### src/hdl/ast_pkg.sv
// shared constants and types for the asynchronous serial transceiver
package ast_pkg;
  // register offsets on the plain register port
  localparam logic [2:0] OFS_MODE = 3'h0;
  localparam logic [2:0] OFS_ERR = 3'h1;
  localparam logic [2:0] OFS_BAUD = 3'h2;
  localparam logic [2:0] OFS_TXDATA = 3'h3;
  localparam logic [2:0] OFS_RXBUF = 3'h4;
  localparam logic [2:0] OFS_IRQSTAT = 3'h5;
  localparam logic [2:0] OFS_IRQMASK = 3'h6;
  localparam logic [2:0] OFS_STATE = 3'h7;
  // serial_mode_register fields
  localparam int MODE_TXE = 7;
  localparam int MODE_RXE = 6;
  localparam int MODE_EXTCLK = 4;
  localparam int MODE_PAR_EN = 3;
  localparam int MODE_PAR_ODD = 2;
  localparam int MODE_ERR_SUPPRESS = 1;
  localparam int MODE_SEVEN = 0;
  // receive_error_status fields
  localparam int ERR_PARITY = 2;
  localparam int ERR_FRAMING = 1;
  localparam int ERR_OVERRUN = 0;
  // baud_divider_control fields
  localparam int BAUD_N_HI = 6;
  localparam int BAUD_N_LO = 4;
  localparam int BAUD_K_HI = 3;
  localparam logic [3:0] BAUD_K_MAX = 4'hE;
  localparam logic [4:0] BAUD_K_BASE = 5'h10;
  // interrupt status / mask fields
  localparam int IRQ_TX = 0;
  localparam int IRQ_RX = 1;
  // reset values
  localparam logic [7:0] MODE_RESET = 8'h00;
  localparam logic [7:0] ERR_RESET = 8'h00;
  localparam logic [6:0] BAUD_RESET = 7'h10;
  localparam logic [7:0] TXDATA_RESET = 8'hFF;
  localparam logic [7:0] RXBUF_RESET = 8'h00;
  // frame timing: prescaler step of one, frame length in bits
  localparam logic [3:0] TX_BITS_BASE = 4'hA;
  localparam logic [7:0] PRESC_ONE = 8'h01;
  typedef enum logic [2:0] {RX_IDLE, RX_START, RX_DATA, RX_PARITY, RX_STOP} ast_rx_state_type;
endpackage

### src/hdl/ast_baud.sv
// baud generator: source select, 2^n prescaler and 5-bit counter
`timescale 1ns/1ns
module ast_baud
  import ast_pkg::*;
(
  // clock and reset
  input wire logic clk,
  input wire logic rst_n,
  // control
  input wire logic run,
  input wire logic extSel,
  input wire logic [2:0] prescSel,
  input wire logic [3:0] divSet,
  input wire logic extClk,
  // half-bit enable pulse
  output logic halfTick
);
  typedef struct packed {
    logic [7:0] presc;
    logic [4:0] div;
    logic extPrev;
  } ast_baud_state_type;

  ast_baud_state_type st;
  ast_baud_state_type next_st;
  logic srcTick;
  logic prescTick;
  logic [3:0] kEff;

  // counter source is either every clock or each rising edge of the pin
  assign srcTick = extSel ? (extClk & ~st.extPrev) : 1'b1;
  // k beyond fourteen is clamped so the counter never runs past its range
  assign kEff = (divSet > BAUD_K_MAX) ? BAUD_K_MAX : divSet;
  // prescaler divides by 2^n, n from a three-bit field
  // compares use >= so a smaller setting written mid-count wraps at once, not after overflow
  assign prescTick = srcTick && (st.presc >= (PRESC_ONE << prescSel) - PRESC_ONE);

  // half-bit tick every 2^n*(k+16) source clocks; a bit is two of them
  always_comb
  begin
    next_st = st;
    halfTick = 1'b0;
    next_st.extPrev = extClk;
    if (!run)
    begin
      next_st.presc = '0;
      next_st.div = '0;
    end
    else if (srcTick)
    begin
      if (prescTick)
      begin
        next_st.presc = '0;
        if (st.div >= BAUD_K_BASE + {1'b0, kEff} - 5'h01)
        begin
          next_st.div = '0;
          halfTick = 1'b1;
        end
        else
          next_st.div = st.div + 5'h01;
      end
      else
        next_st.presc = st.presc + 8'h01;
    end
  end

  // state register
  always_ff @(posedge clk or negedge rst_n)
  begin
    if (!rst_n)
      st <= '0;
    else
      st <= next_st;
  end
endmodule

### src/hdl/ast_rx.sv
// receive shifter: start detect, data, parity and stop sampling
`timescale 1ns/1ns
module ast_rx
  import ast_pkg::*;
(
  // clock and reset
  input wire logic clk,
  input wire logic rst_n,
  // control
  input wire logic enable,
  input wire logic halfTick,
  input wire logic sevenBit,
  input wire logic parEn,
  input wire logic parOdd,
  // serial line
  input wire logic rxIn,
  // frame result
  output logic frameDone,
  output logic [7:0] frameData,
  output logic parityErr,
  output logic framingErr
);
  typedef struct packed {
    ast_rx_state_type fsm;
    logic phase;
    logic [2:0] cnt;
    logic [7:0] shift;
    logic par;
    logic done;
    logic [7:0] data;
    logic pErr;
    logic fErr;
  } ast_rx_reg_type;

  ast_rx_reg_type st;
  ast_rx_reg_type next_st;
  logic sampleNow;

  // a bit is sampled every second half tick, near its middle
  assign sampleNow = halfTick && st.phase;

  // one always_comb for the whole receive sequence
  always_comb
  begin
    next_st = st;
    next_st.done = 1'b0;
    if (halfTick)
      next_st.phase = ~st.phase;
    unique case (st.fsm)
      RX_IDLE:
        if (halfTick && !rxIn)
        begin
          next_st.fsm = RX_START;
          next_st.phase = 1'b0;
        end
      RX_START:
        // a glitch shorter than half a bit is dropped here
        if (halfTick)
        begin
          next_st.fsm = rxIn ? RX_IDLE : RX_DATA;
          next_st.phase = 1'b0;
          next_st.cnt = '0;
          next_st.par = parOdd;
        end
      RX_DATA:
        if (sampleNow)
        begin
          next_st.shift = {rxIn, st.shift[7:1]};
          next_st.par = st.par ^ rxIn;
          next_st.cnt = st.cnt + 3'h1;
          if (st.cnt == (sevenBit ? 3'h6 : 3'h7))
            next_st.fsm = parEn ? RX_PARITY : RX_STOP;
        end
      RX_PARITY:
        if (sampleNow)
        begin
          next_st.par = st.par ^ rxIn;
          next_st.fsm = RX_STOP;
        end
      RX_STOP:
        if (sampleNow)
        begin
          next_st.fsm = RX_IDLE;
          next_st.done = 1'b1;
          // seven-bit frames land in bits 0..6, top bit zero
          next_st.data = sevenBit ? {1'b0, st.shift[7:1]} : st.shift;
          next_st.pErr = parEn & st.par;
          next_st.fErr = ~rxIn;
        end
    endcase
    // a frame finishing after the enable drops is not reported
    if (!enable)
    begin
      next_st.fsm = RX_IDLE;
      next_st.done = 1'b0;
    end
  end

  // state register
  always_ff @(posedge clk or negedge rst_n)
  begin
    if (!rst_n)
      st <= '{fsm: RX_IDLE, default: '0};
    else
      st <= next_st;
  end

  assign frameDone = st.done;
  assign frameData = st.data;
  assign parityErr = st.pErr;
  assign framingErr = st.fErr;
endmodule

### src/hdl/ast_uart.sv
// full-duplex asynchronous serial transceiver with register port
//
// Local design decisions: strobed register access and the address map.
`timescale 1ns/1ns
// What this block does
// - read-only receive_error_status reports error kind; low three bits reset zero.
// - baud_divider_control is writable, resets to 0x10, top bit unused.
// - transmit only while transmit_enable_bit (mode bit 7) is one.
// - writing transmit_data_register while no frame is in flight starts a serial frame with that byte.
// - receive only while receive_enable_bit (mode bit 6) is one; sample input.
// - input is sampled with the baud generator's serial clock.
// - a completed received frame raises the receive completion interrupt.
// - received data goes to receive_buffer_register even with an error.
// - error_interrupt_suppress set blocks receive interrupt for bad frames.
// - baud = source / (2^(n+1) * (k+16)).
// - n comes from a three-bit prescale field, values zero to seven.
// - counter setting k accepts only zero through fourteen.
// - external baud pin may replace main clock as counter source.
// - seven-bit mode sends only bits 0..6 of the written byte.
// - seven-bit mode stores data in bits 0..6, top bit reads zero.
// - transmit register write-only resets all ones; receive buffer read-only resets zero.
// - frame end sets transmit_done_flag or receive_done_flag, each an interrupt.
module ast_uart
  import ast_pkg::*;
(
  // clock and reset
  input wire logic clk,
  input wire logic rst_n,
  // register port
  input wire logic [2:0] regAddr,
  input wire logic [7:0] regWrData,
  input wire logic regWr,
  input wire logic regRd,
  output logic [7:0] regRdData,
  // serial pins
  input wire logic rxd,
  output logic txd,
  input wire logic baudClkPin,
  // interrupt
  output logic irq
);
  typedef struct packed {
    logic [7:0] mode;
    logic [6:0] baud;
    logic [2:0] err;
    logic [7:0] txData;
    logic [7:0] rxBuf;
    logic rxFull;
    logic [1:0] irqStat;
    logic [1:0] irqMask;
    logic [7:0] rdData;
    logic txBusy;
    logic txPhase;
    logic [3:0] txLeft;
    logic [10:0] txFrame;
    logic txLine;
  } ast_uart_state_type;

  ast_uart_state_type st;
  ast_uart_state_type next_st;

  // wires between the sub-blocks
  logic halfTick;
  logic rxDone;
  logic [7:0] rxData;
  logic rxParErr;
  logic rxFrmErr;
  logic txEn;
  logic rxEn;
  logic wrHit;
  logic rdHit;
  logic [1:0] irqSet;
  logic rxFlagSet;
  logic txFlagSet;
  logic txBitEnd;

  assign txEn = st.mode[MODE_TXE];
  assign rxEn = st.mode[MODE_RXE];
  assign txBitEnd = halfTick && st.txPhase;

  // baud generator runs whenever either direction is on
  ast_baud u_baud (
    .clk(clk),
    .rst_n(rst_n),
    .run(txEn | rxEn),
    .extSel(st.mode[MODE_EXTCLK]),
    .prescSel(st.baud[BAUD_N_HI:BAUD_N_LO]),
    .divSet(st.baud[BAUD_K_HI:0]),
    .extClk(baudClkPin),
    .halfTick(halfTick)
  );

  // receiver is clocked by the baud tick and gated by the enable bit
  ast_rx u_rx (
    .clk(clk),
    .rst_n(rst_n),
    .enable(rxEn),
    .halfTick(halfTick),
    .sevenBit(st.mode[MODE_SEVEN]),
    .parEn(st.mode[MODE_PAR_EN]),
    .parOdd(st.mode[MODE_PAR_ODD]),
    .rxIn(rxd),
    .frameDone(rxDone),
    .frameData(rxData),
    .parityErr(rxParErr),
    .framingErr(rxFrmErr)
  );

  // builds a frame, start bit at bit 0, stop bits padding the top
  function automatic logic [10:0] build_frame(input logic [7:0] d, input logic seven,
                                              input logic parEn, input logic odd);
    logic p;
    logic [10:0] f;
    p = odd ^ (seven ? ^d[6:0] : ^d);
    f = '1;
    if (seven)
    begin
      f[7:0] = {d[6:0], 1'b0};
      if (parEn)
        f[8] = p;
    end
    else
    begin
      f[8:0] = {d, 1'b0};
      if (parEn)
        f[9] = p;
    end
    return f;
  endfunction

  // register port decode
  assign wrHit = regWr;
  assign rdHit = regRd;

  // a bad frame raises no receive interrupt while suppression is set
  assign rxFlagSet = rxDone && !((rxParErr | rxFrmErr | (st.rxFull & rxDone))
                     && st.mode[MODE_ERR_SUPPRESS]);
  assign txFlagSet = st.txBusy && txBitEnd && (st.txLeft == 4'h1);
  assign irqSet = {rxFlagSet, txFlagSet};

  // main next-state logic: registers, transmitter, flags
  always_comb
  begin
    next_st = st;
    // read data is returned in the cycle after the strobe only
    next_st.rdData = '0;
    if (rdHit)
    begin
      unique case (regAddr)
        OFS_MODE: next_st.rdData = st.mode;
        OFS_ERR: next_st.rdData = {5'h00, st.err};
        OFS_BAUD: next_st.rdData = {1'b0, st.baud};
        OFS_TXDATA: next_st.rdData = '0;
        OFS_RXBUF: next_st.rdData = st.rxBuf;
        OFS_IRQSTAT: next_st.rdData = {6'h00, st.irqStat};
        OFS_IRQMASK: next_st.rdData = {6'h00, st.irqMask};
        OFS_STATE: next_st.rdData = {6'h00, st.rxFull, st.txBusy};
      endcase
      // reading the buffer frees it for the next frame
      if (regAddr == OFS_RXBUF)
        next_st.rxFull = 1'b0;
    end

    // software writes; status registers ignore them except clear bits
    if (wrHit)
    begin
      unique case (regAddr)
        OFS_MODE: next_st.mode = regWrData;
        OFS_BAUD: next_st.baud = regWrData[6:0];
        OFS_TXDATA: next_st.txData = regWrData;
        OFS_IRQSTAT: next_st.irqStat = st.irqStat & ~regWrData[1:0];
        OFS_IRQMASK: next_st.irqMask = regWrData[1:0];
        default: ;
      endcase
    end

    // transmitter: a bit lasts two half ticks
    if (st.txBusy)
    begin
      if (halfTick)
        next_st.txPhase = ~st.txPhase;
      if (txBitEnd)
      begin
        next_st.txFrame = {1'b1, st.txFrame[10:1]};
        next_st.txLeft = st.txLeft - 4'h1;
        if (st.txLeft == 4'h1)
          next_st.txBusy = 1'b0;
      end
    end
    // clearing the enable aborts a frame and leaves the line idle
    if (!txEn)
    begin
      next_st.txBusy = 1'b0;
      next_st.txFrame = '1;
    end
    // a write while busy updates the register but does not restart the frame
    else if (wrHit && regAddr == OFS_TXDATA && !st.txBusy)
    begin
      next_st.txBusy = 1'b1;
      next_st.txPhase = 1'b0;
      next_st.txFrame = build_frame(regWrData, st.mode[MODE_SEVEN],
                                    st.mode[MODE_PAR_EN], st.mode[MODE_PAR_ODD]);
      next_st.txLeft = TX_BITS_BASE + {3'h0, st.mode[MODE_PAR_EN]}
                       - {3'h0, st.mode[MODE_SEVEN]};
    end
    next_st.txLine = next_st.txFrame[0];

    // frame completion: data moves to the buffer, errors recorded
    if (rxDone)
    begin
      next_st.rxBuf = rxData;
      next_st.rxFull = 1'b1;
      next_st.err = '0;
      next_st.err[ERR_PARITY] = rxParErr;
      next_st.err[ERR_FRAMING] = rxFrmErr;
      // unread previous byte is overwritten and flagged
      next_st.err[ERR_OVERRUN] = st.rxFull && !(rdHit && regAddr == OFS_RXBUF);
    end

    // hardware set wins over a software clear in the same cycle
    next_st.irqStat = next_st.irqStat | irqSet;
  end

  // state register with documented reset values
  always_ff @(posedge clk or negedge rst_n)
  begin
    if (!rst_n)
    begin
      st <= '0;
      st.mode <= MODE_RESET;
      st.baud <= BAUD_RESET;
      st.err <= ERR_RESET[2:0];
      st.txData <= TXDATA_RESET;
      st.rxBuf <= RXBUF_RESET;
      st.txFrame <= '1;
      st.txLine <= 1'b1;
    end
    else
      st <= next_st;
  end

  // outputs: line and read data come straight from flip-flops
  assign txd = st.txLine;
  assign regRdData = st.rdData;
  // level interrupt while any unmasked flag is set
  assign irq = |(st.irqStat & st.irqMask);
endmodule

### config.mk
export PLATFORM = sky130hd
export DESIGN_NAME = ast_uart
export DESIGN_NICKNAME = d
export VERILOG_FILES = /design/src/hdl/ast_pkg.sv /design/src/hdl/ast_baud.sv /design/src/hdl/ast_rx.sv /design/src/hdl/ast_uart.sv
export SDC_FILE = /design/constraint.sdc
export NUM_CORES = 1
export LEC_CHECK = 0
export BUFFER_PORTS_ARGS = -buffer_cell sky130_fd_sc_hd__clkbuf_2
export CAP_MARGIN = 30
export CORE_MARGIN = 2
export CORE_UTILIZATION = 57
export DETAILED_ROUTE_END_ITERATION = 8
export MAX_ROUTING_LAYER = met4
export PLACE_DENSITY = 0.71
export SLEW_MARGIN = 5
export SYNTH_ARGS = -nofsm -noshare
export SYNTH_HDL_FRONTEND = slang
export SYNTH_HIERARCHICAL = 1
export SYNTH_SLANG_ARGS = --single-unit
### constraint.sdc
create_clock -name clk -period 7.39 [get_ports clk]
set_clock_uncertainty 0.15 [all_clocks]
set_input_delay 0.739 -clock clk [delete_from_list [all_inputs] [get_ports clk]]
set_output_delay 0.739 -clock clk [all_outputs]
set_load 0.03 [all_outputs]
### Word level (Yosys, flattened, before mapping)

Cells that the tools add are included.

| word-level totals | value |
|---|---|
| register bits after elaboration | 97 |
| output and inout bits | 10 |
| word-level logic and storage cells | 170 |

| operators by class | value |
|---|---|
| add/subtract/negate cells | 9 |
| $lt $le $gt $ge | 3 |
| eq/ne operators | 26 |
| shift operators | 1 |
| multiplexer cells | 54 |
| bitwise gates (word level) | 16 |
| reduce and logical (&&, ||, !) cells | 36 |

Operator list:

| kind | count |
|---|---|
| $pmux 8 s8 | 1 |
| $mux 17 | 2 |
| $mux 11 | 3 |
| $mux 13 | 2 |
| $mux 8 | 3 |
| $mux 1 | 20 |
| $mux 3 | 6 |
| $ne 3x2->1 const B | 6 |
| $reduce_and 2->1 | 8 |
| $eq 3x3->1 const B | 5 |
| $mux 15 | 1 |
| $mux 5 | 3 |
| $pmux 3 s5 | 1 |
| $eq 3x2->1 const B | 4 |
| $logic_and 1x1->1 | 12 |
| $mux 12 | 1 |
| $mux 4 | 3 |
| $mux 9 | 1 |
| $add 8x1->8 const B | 1 |
| $ge 8x8->1 | 1 |
| $reduce_xor 8->1 | 1 |
| $shl 1x3->8 const A | 1 |
| $sub 8x1->8 const B | 1 |
| $mux 7 | 1 |
| other kinds (36) | 57 |

### Longest topological paths before layout

Gate-level depths: netlist of the first run.

| depth | value |
|---|---|
| depth in word-level cells | 14 |
| mapped depth | 14 |
| depth with buffers taken out | 14 |

### By module

The synthesis of the first run kept the hierarchy.

By module, submodules not included:

| module | instances | cells an instance | area each (um^2) |
|---|---|---|---|
| ast_uart | 1 | 246 | 2,688.8 |
| ast_rx | 1 | 122 | 1,367.6 |
| ast_baud | 1 | 120 | 1,076.0 |

### Worst setup path after synthesis of the first run

OpenSTA, ideal clock, no wires.

| path | value |
|---|---|
| path kind | register -> register |
| from | register, netlist name st[52] |
| to | register u_rx/st[19] (netlist bit) |
| setup time | 0.125 ns |
| data arrival time | 3.044 ns |
| required time | 7.115 ns |
| setup slack | 4.071 ns |
| stages on the path, launching flop included | 12 |
| buffers on the path | 1 |
| clock period less this slack | 3.319 ns |
| path through | dfrtp_1 > nor4_1 > nor2_1 > ha_1 > o211ai_1 > o21ai_0 > a21oi_2 > nor3b_1 > ha_1 > and4bb_2 > buf_4 > mux2_2 |

RTL lines:

| what | RTL line | text |
|---|---|---|
| end signal: assignment | ast_rx.sv:105 | `st <= next_st;` |
| end: declaration | ast_rx.sv:35 | `ast_rx_reg_type st;` |

==> out/metrics.yaml, run 1 <==
cts_setup_buffers: 0
crit_path_cell_trace: "nor4_1, nor2_1, ha_1, o211ai_1, o21ai_0, a21oi_2, nor3b_1, ha_1, and2_0, nor2_1, a221o_2"
met3_usage_pct: 3.33
slowest_stage: "nor3b_1"
yosysSeqAreaShare_pct: 47.6
cts-root-buf: "clkbuf_8"
p_leak_nw: 2.50
grt.busiest_layer: "met2"
grt_max_degree: 63
worstPathRequired_ps: 7540
grt_use_total_pct: 23.4
p_per_area_nw_per_um2: 236
max-slew-margin-rel_pct: 48.3
ant_nets: 0
endpoint_kind: "flop"
cp_max_fo: 14
maxCapViolCount: 0
clock_latency_ps: 370
final_core_util_pct: 62.0
die-area_um2: 9780
pre_cts_slack_ps: 3290
vias_per_cell: 5.86
outcome: "completed"
grt_antenna_before_repair: 0
syn_inst: 488
std_cell_rows: 34
numCtsBuffers: 9
gp_congestion: 0.825
final_cell_mix: "dfrtp_1, nand2_1, mux2_2, nor2_1, o21ai_0"
ys_types: 70
synthFlopType: "dfrtp_1"
die_h_um: 98.9
synthArstFlopShare_pct: 100
met2_usage_pct: 36.1
cts_buffer_depth: 2
grt_overflow: 0
nNetsFinal: 532
final_common_cell: "dfrtp_1"
synth_edf_count: 0
grt_pass1_wl_mm: 17.8
wl_mm: 10.3
hp-class: "input port to async pin"
coreArea_um2: 8720
grtUsageMet1_pct: 32.0
yosysWarnings: 6
portBuffers: 26
vdd_drop_max_mv: 0.134
dp_hpwl_mm: 7.25
hold_viol: 0
setup_violations: 0
drc: 0
max_stage_delay_ps: 670
ioPinCount: 27
die_w_um: 98.9
post-route-worst-setup-slack_ps: 3280
post_drt_wl_per_cell_um: 17.0
grt_pass1_vias: 3590
vias: 3552
cts_sinks: 97
tightest_slew_ps: 773
drive_gt1_share_pct: 19.9
fmax_mhz: 243
start_util_pct: 58.9
htreeDepth: 3
drt_iter0_markers: 197
rsz0062_at_grt: "no"
arrival_ps: 4260
avgSynthCellArea_um2: 10.5
start_kind: "flop"
ctsResizeCount: 0
synth_nets: 527
drv_slew: 0
path_buf_inv: 0
period_share_pct: 55.6
cts_hold_buf: 0
path_class: "flop to flop"
clkTransAtPathRegs_ps: 90
min_period_ps: 4110
dr.pass1.iters: 4
syn_area_um2: 5130
syn2layout_area_growth_pct: 5.39
cts_tree: "built"
antenna_cells: 0
ys_seq_elements: 97
cp_top_family: "simple AND/OR/NAND/NOR gates"
fin_tns_setup_ps: 0
[area by class of cell]
type	count	area (um^2)
Clock buffer	10	128
Clock inverter	6	82.6
Fill cell	731	3310
Inverter	17	63.8
Multi-Input combinational cell	340	2410
Sequential cell	97	2440
Tap cell	108	135
Timing Repair Buffer	28	148
[power by group]
group | leakage, nW | internal [W] | switching [W]
Clock | 0.108 | 0.000189 | 0.000183
Combinational | 1.14 | 0.000116 | 0.000131
Sequential | 1.26 | 0.000584 | 0.0000741
[worst register-to-register path, delay by kind of cell (launching register included)]
kind | cells | cell delay [ps]
compound gates | 4 | 800
fa+ha+maj | 2 | 600
flops | 1 | 460
simple gates | 5 | 2040
[kinds of logic (layout without fill, tap and decap cells)]
family | after synthesis | after routing | share of synthesized area [%]
simple gates | 154 | 154 | 14.6
flops | 97 | 97 | 47.6
compound gates | 96 | 96 | 13.2
buf+inv | 51 | 61 | 5.46
mux | 45 | 45 | 9.61
fa+ha+maj | 22 | 22 | 5.36
xor+xnor | 22 | 22 | 4.05
other cells | 1 | 1 | 0.0731
[metrics by stage]
stage | total power, W | std cells | instance area, um^2 | hold WS (ps)
after detailed placement | 0.000913 | 590 | 5200 | 304
after floorplan | 0.000838 | 488 | 5130 | 290
final | 0.00128 | 606 | 5410 | 155
after global routing | 0.00135 | 606 | 5410 | 187
after CTS | 0.00128 | 606 | 5410 | 171
after global placement | 0.000899 | 590 | 5200 | 299
[per-layer routing]
layer | share of wire (%) | routed length (um)
met1 | 46 | 4790
met2 | 48 | 4980
met3 | 3.4 | 352
met4 | 2.0 | 203
met5 | 0 | 0
[worst paths after layout]
kind                                    from           endpoint  slack [ps]  cells after the start
min                                    rst_n       u_baud/st[5]         150                      1
min in group clk           u_rx/frameData[7]  u_rx/frameData[7]         320                      2
max reg2reg                           st[52]              st[7]        3280                     11
min reg2reg                u_rx/frameData[7]  u_rx/frameData[7]         320                      2
max in group asynchronous              rst_n  u_rx/frameData[5]        5810                      2
max                                   st[52]              st[7]        3280                     11
[sequential cells by signal (all words and copies together), names as in the netlist]
name             count
u_rx/frameData       8
txd                  1
rxEn                 1
regRdData            8
u_rx/frameDone       1
u_rx/framingErr      1
u_baud/st           14
u_rx/st             16
u_rx/parityErr       1
st                  46
[cell usage after synthesis, types with 6 or more instances]
master	count	area, um^2
a21oi_1	15	75.1
a221o_1	6	60.1
buf_4	19	143
clkbuf_1	10	37.5
dfrtp_1	85	2130
dfstp_2	12	315
ha_1	22	275
inv_1	17	63.8
mux2_2	34	383
mux2i_1	11	110
nand2_1	60	225
nand2b_1	8	50.1
nand3_1	16	80.1
nor2_1	31	116
o21ai_0	31	155
or3_1	6	37.5
xnor2_1	13	114
xor2_1	8	70.1
(Power assumes the default switching activity.)
==> run 2, diff against run 1 <==
Clock period 7.39 ns to 4 ns, I/O delays scaled along.
==> out/metrics.yaml, run 2 (same netlist as run 1, synthesis figures left out) <==
wl_mm: 10.3
cts_buffer_depth: 2
period_share_pct: 86.7
htreeDepth: 3
top_register: "st"
fin_area_um2: 5500
p_leak_nw: 2.54
rsz0062_at_grt: "no"
cts_tree: "built"
hold_viol: 0
final_cell_mix: "dfrtp_1, nand2_1, mux2_2, nor2_1, o21ai_0"
clock_latency_ps: 380
largest_reg_flops: 46
drc: 0
p_per_area_nw_per_um2: 426
tightest_slew_ps: 698
die_w_um: 98.9
max-slew-margin-rel_pct: 53.5
ant_nets: 0
hp-class: "input port to flop"
start_kind: "flop"
power.total_w: 0.00234
portBuffers: 26
placed_cells: 597
die_h_um: 98.9
path_class: "flop to flop"
final_common_cell: "dfrtp_1"
numCtsBuffers: 9
clkTransAtPathRegs_ps: 100
grt_pass1_wl_mm: 17.6
endpoint_kind: "flop"
dp_hpwl_mm: 7.39
post_drt_wl_per_cell_um: 16.8
reg_top3: "st x46, u_rx/st x16, u_baud/st x14"
grt_overflow: 0
gp_congestion: 0.831
whs_ps: 140
grt_pass1_vias: 3445
start_util_pct: 58.9
vdd_drop_max_mv: 0.194
worstPathRequired_ps: 4110
grt_use_total_pct: 23.3
setup_violations: 0
nNetsFinal: 541
fin_tns_setup_ps: 0
grt_antenna_before_repair: 0
outcome: "completed"
die-area_um2: 9780
grt_max_degree: 65
maxCapViolCount: 0
vias: 3593
cts_sinks: 97
arrival_ps: 3580
syn2layout_area_growth_pct: 7.12
drt_iter0_markers: 306
vias_per_cell: 5.84
ioPinCount: 27
antenna_cells: 0
std_cell_rows: 34
place_area_um2: 5270
cts-root-buf: "clkbuf_8"
dr.pass1.iters: 4
drv_slew: 0
drive_gt1_share_pct: 21.5
fin_cells: 615
fmax_mhz: 288
min_period_ps: 3470
cp_max_fo: 12
coreArea_um2: 8720
-- run 2: metal layers --
metal	GRT usage, %	share of wire (%)	routed length, um	up-vias
met4	7.17	1.3	138	0
met1	31.6	46	4750	1775
met5	-	0	0	-
met2	36.3	49	5070	61
li1	-	-	-	1742
met3	3.69	3.6	369	15
-- run 2: worst max-delay path, cell delays in order (launching register included) --
cell,delay (ps)
dfrtp_1,470
nor4_1,420
nor2_1,120
ha_1,310
o211ai_1,80
o21ai_0,220
a21oi_2,160
nor3b_1,250
buf_4,180
ha_1,180
and4bb_2,430
nor2_1,110
mux2_2,270
-- run 2: worst paths after layout --
path                                         from                 to  slack [ps]  depth (start not counted)
worst max-delay path                       st[52]        u_rx/st[20]         530                         12
worst min-delay path                 regWrData[7]             st[64]         140                          3
worst max register to register             st[52]        u_rx/st[20]         530                         12
worst min register to register  u_rx/frameData[7]  u_rx/frameData[7]         330                          2
max in group asynchronous                   rst_n             st[54]        2480                          4
min in group asynchronous                   rst_n       u_baud/st[4]         280                          2
-- run 2: layout make-up --
cell class	instances	area (um^2)
multi-input combinational	340	2420
sequential	97	2440
tap	108	135
timing repair buffer	37	240
fill	719	3220
clock inverter	7	76.3
inverter	17	63.8
clock buffer	9	124
-- run 2: repair_timing --
| action | 4_1_cts | 5_1_grt |
|---|---|---|
| hold buffers | 2 | 0 |
| setup buffers | 0 | 0 |
| gates resized for setup | 0 | 1 |
| setup endpoints to repair | 0 | 2 |
| hold endpoints to repair | 20 | 0 |
-- run 2: where the power goes --
group / internal [W] / switching, W / total (W)
clock: 0.000293 / 0.000362 / 0.000656
sequential: 0.00108 / 0.000130 / 0.00121
combinational: 0.000224 / 0.000251 / 0.000475
-- run 2: stage by stage --
step	utilization (%)	setup slack, ps
floorplan	-	681
global placement	60.1	608
detailed placement	60.4	491
CTS	63.0	443
global route	63.0	93.7
finish	63.0	531
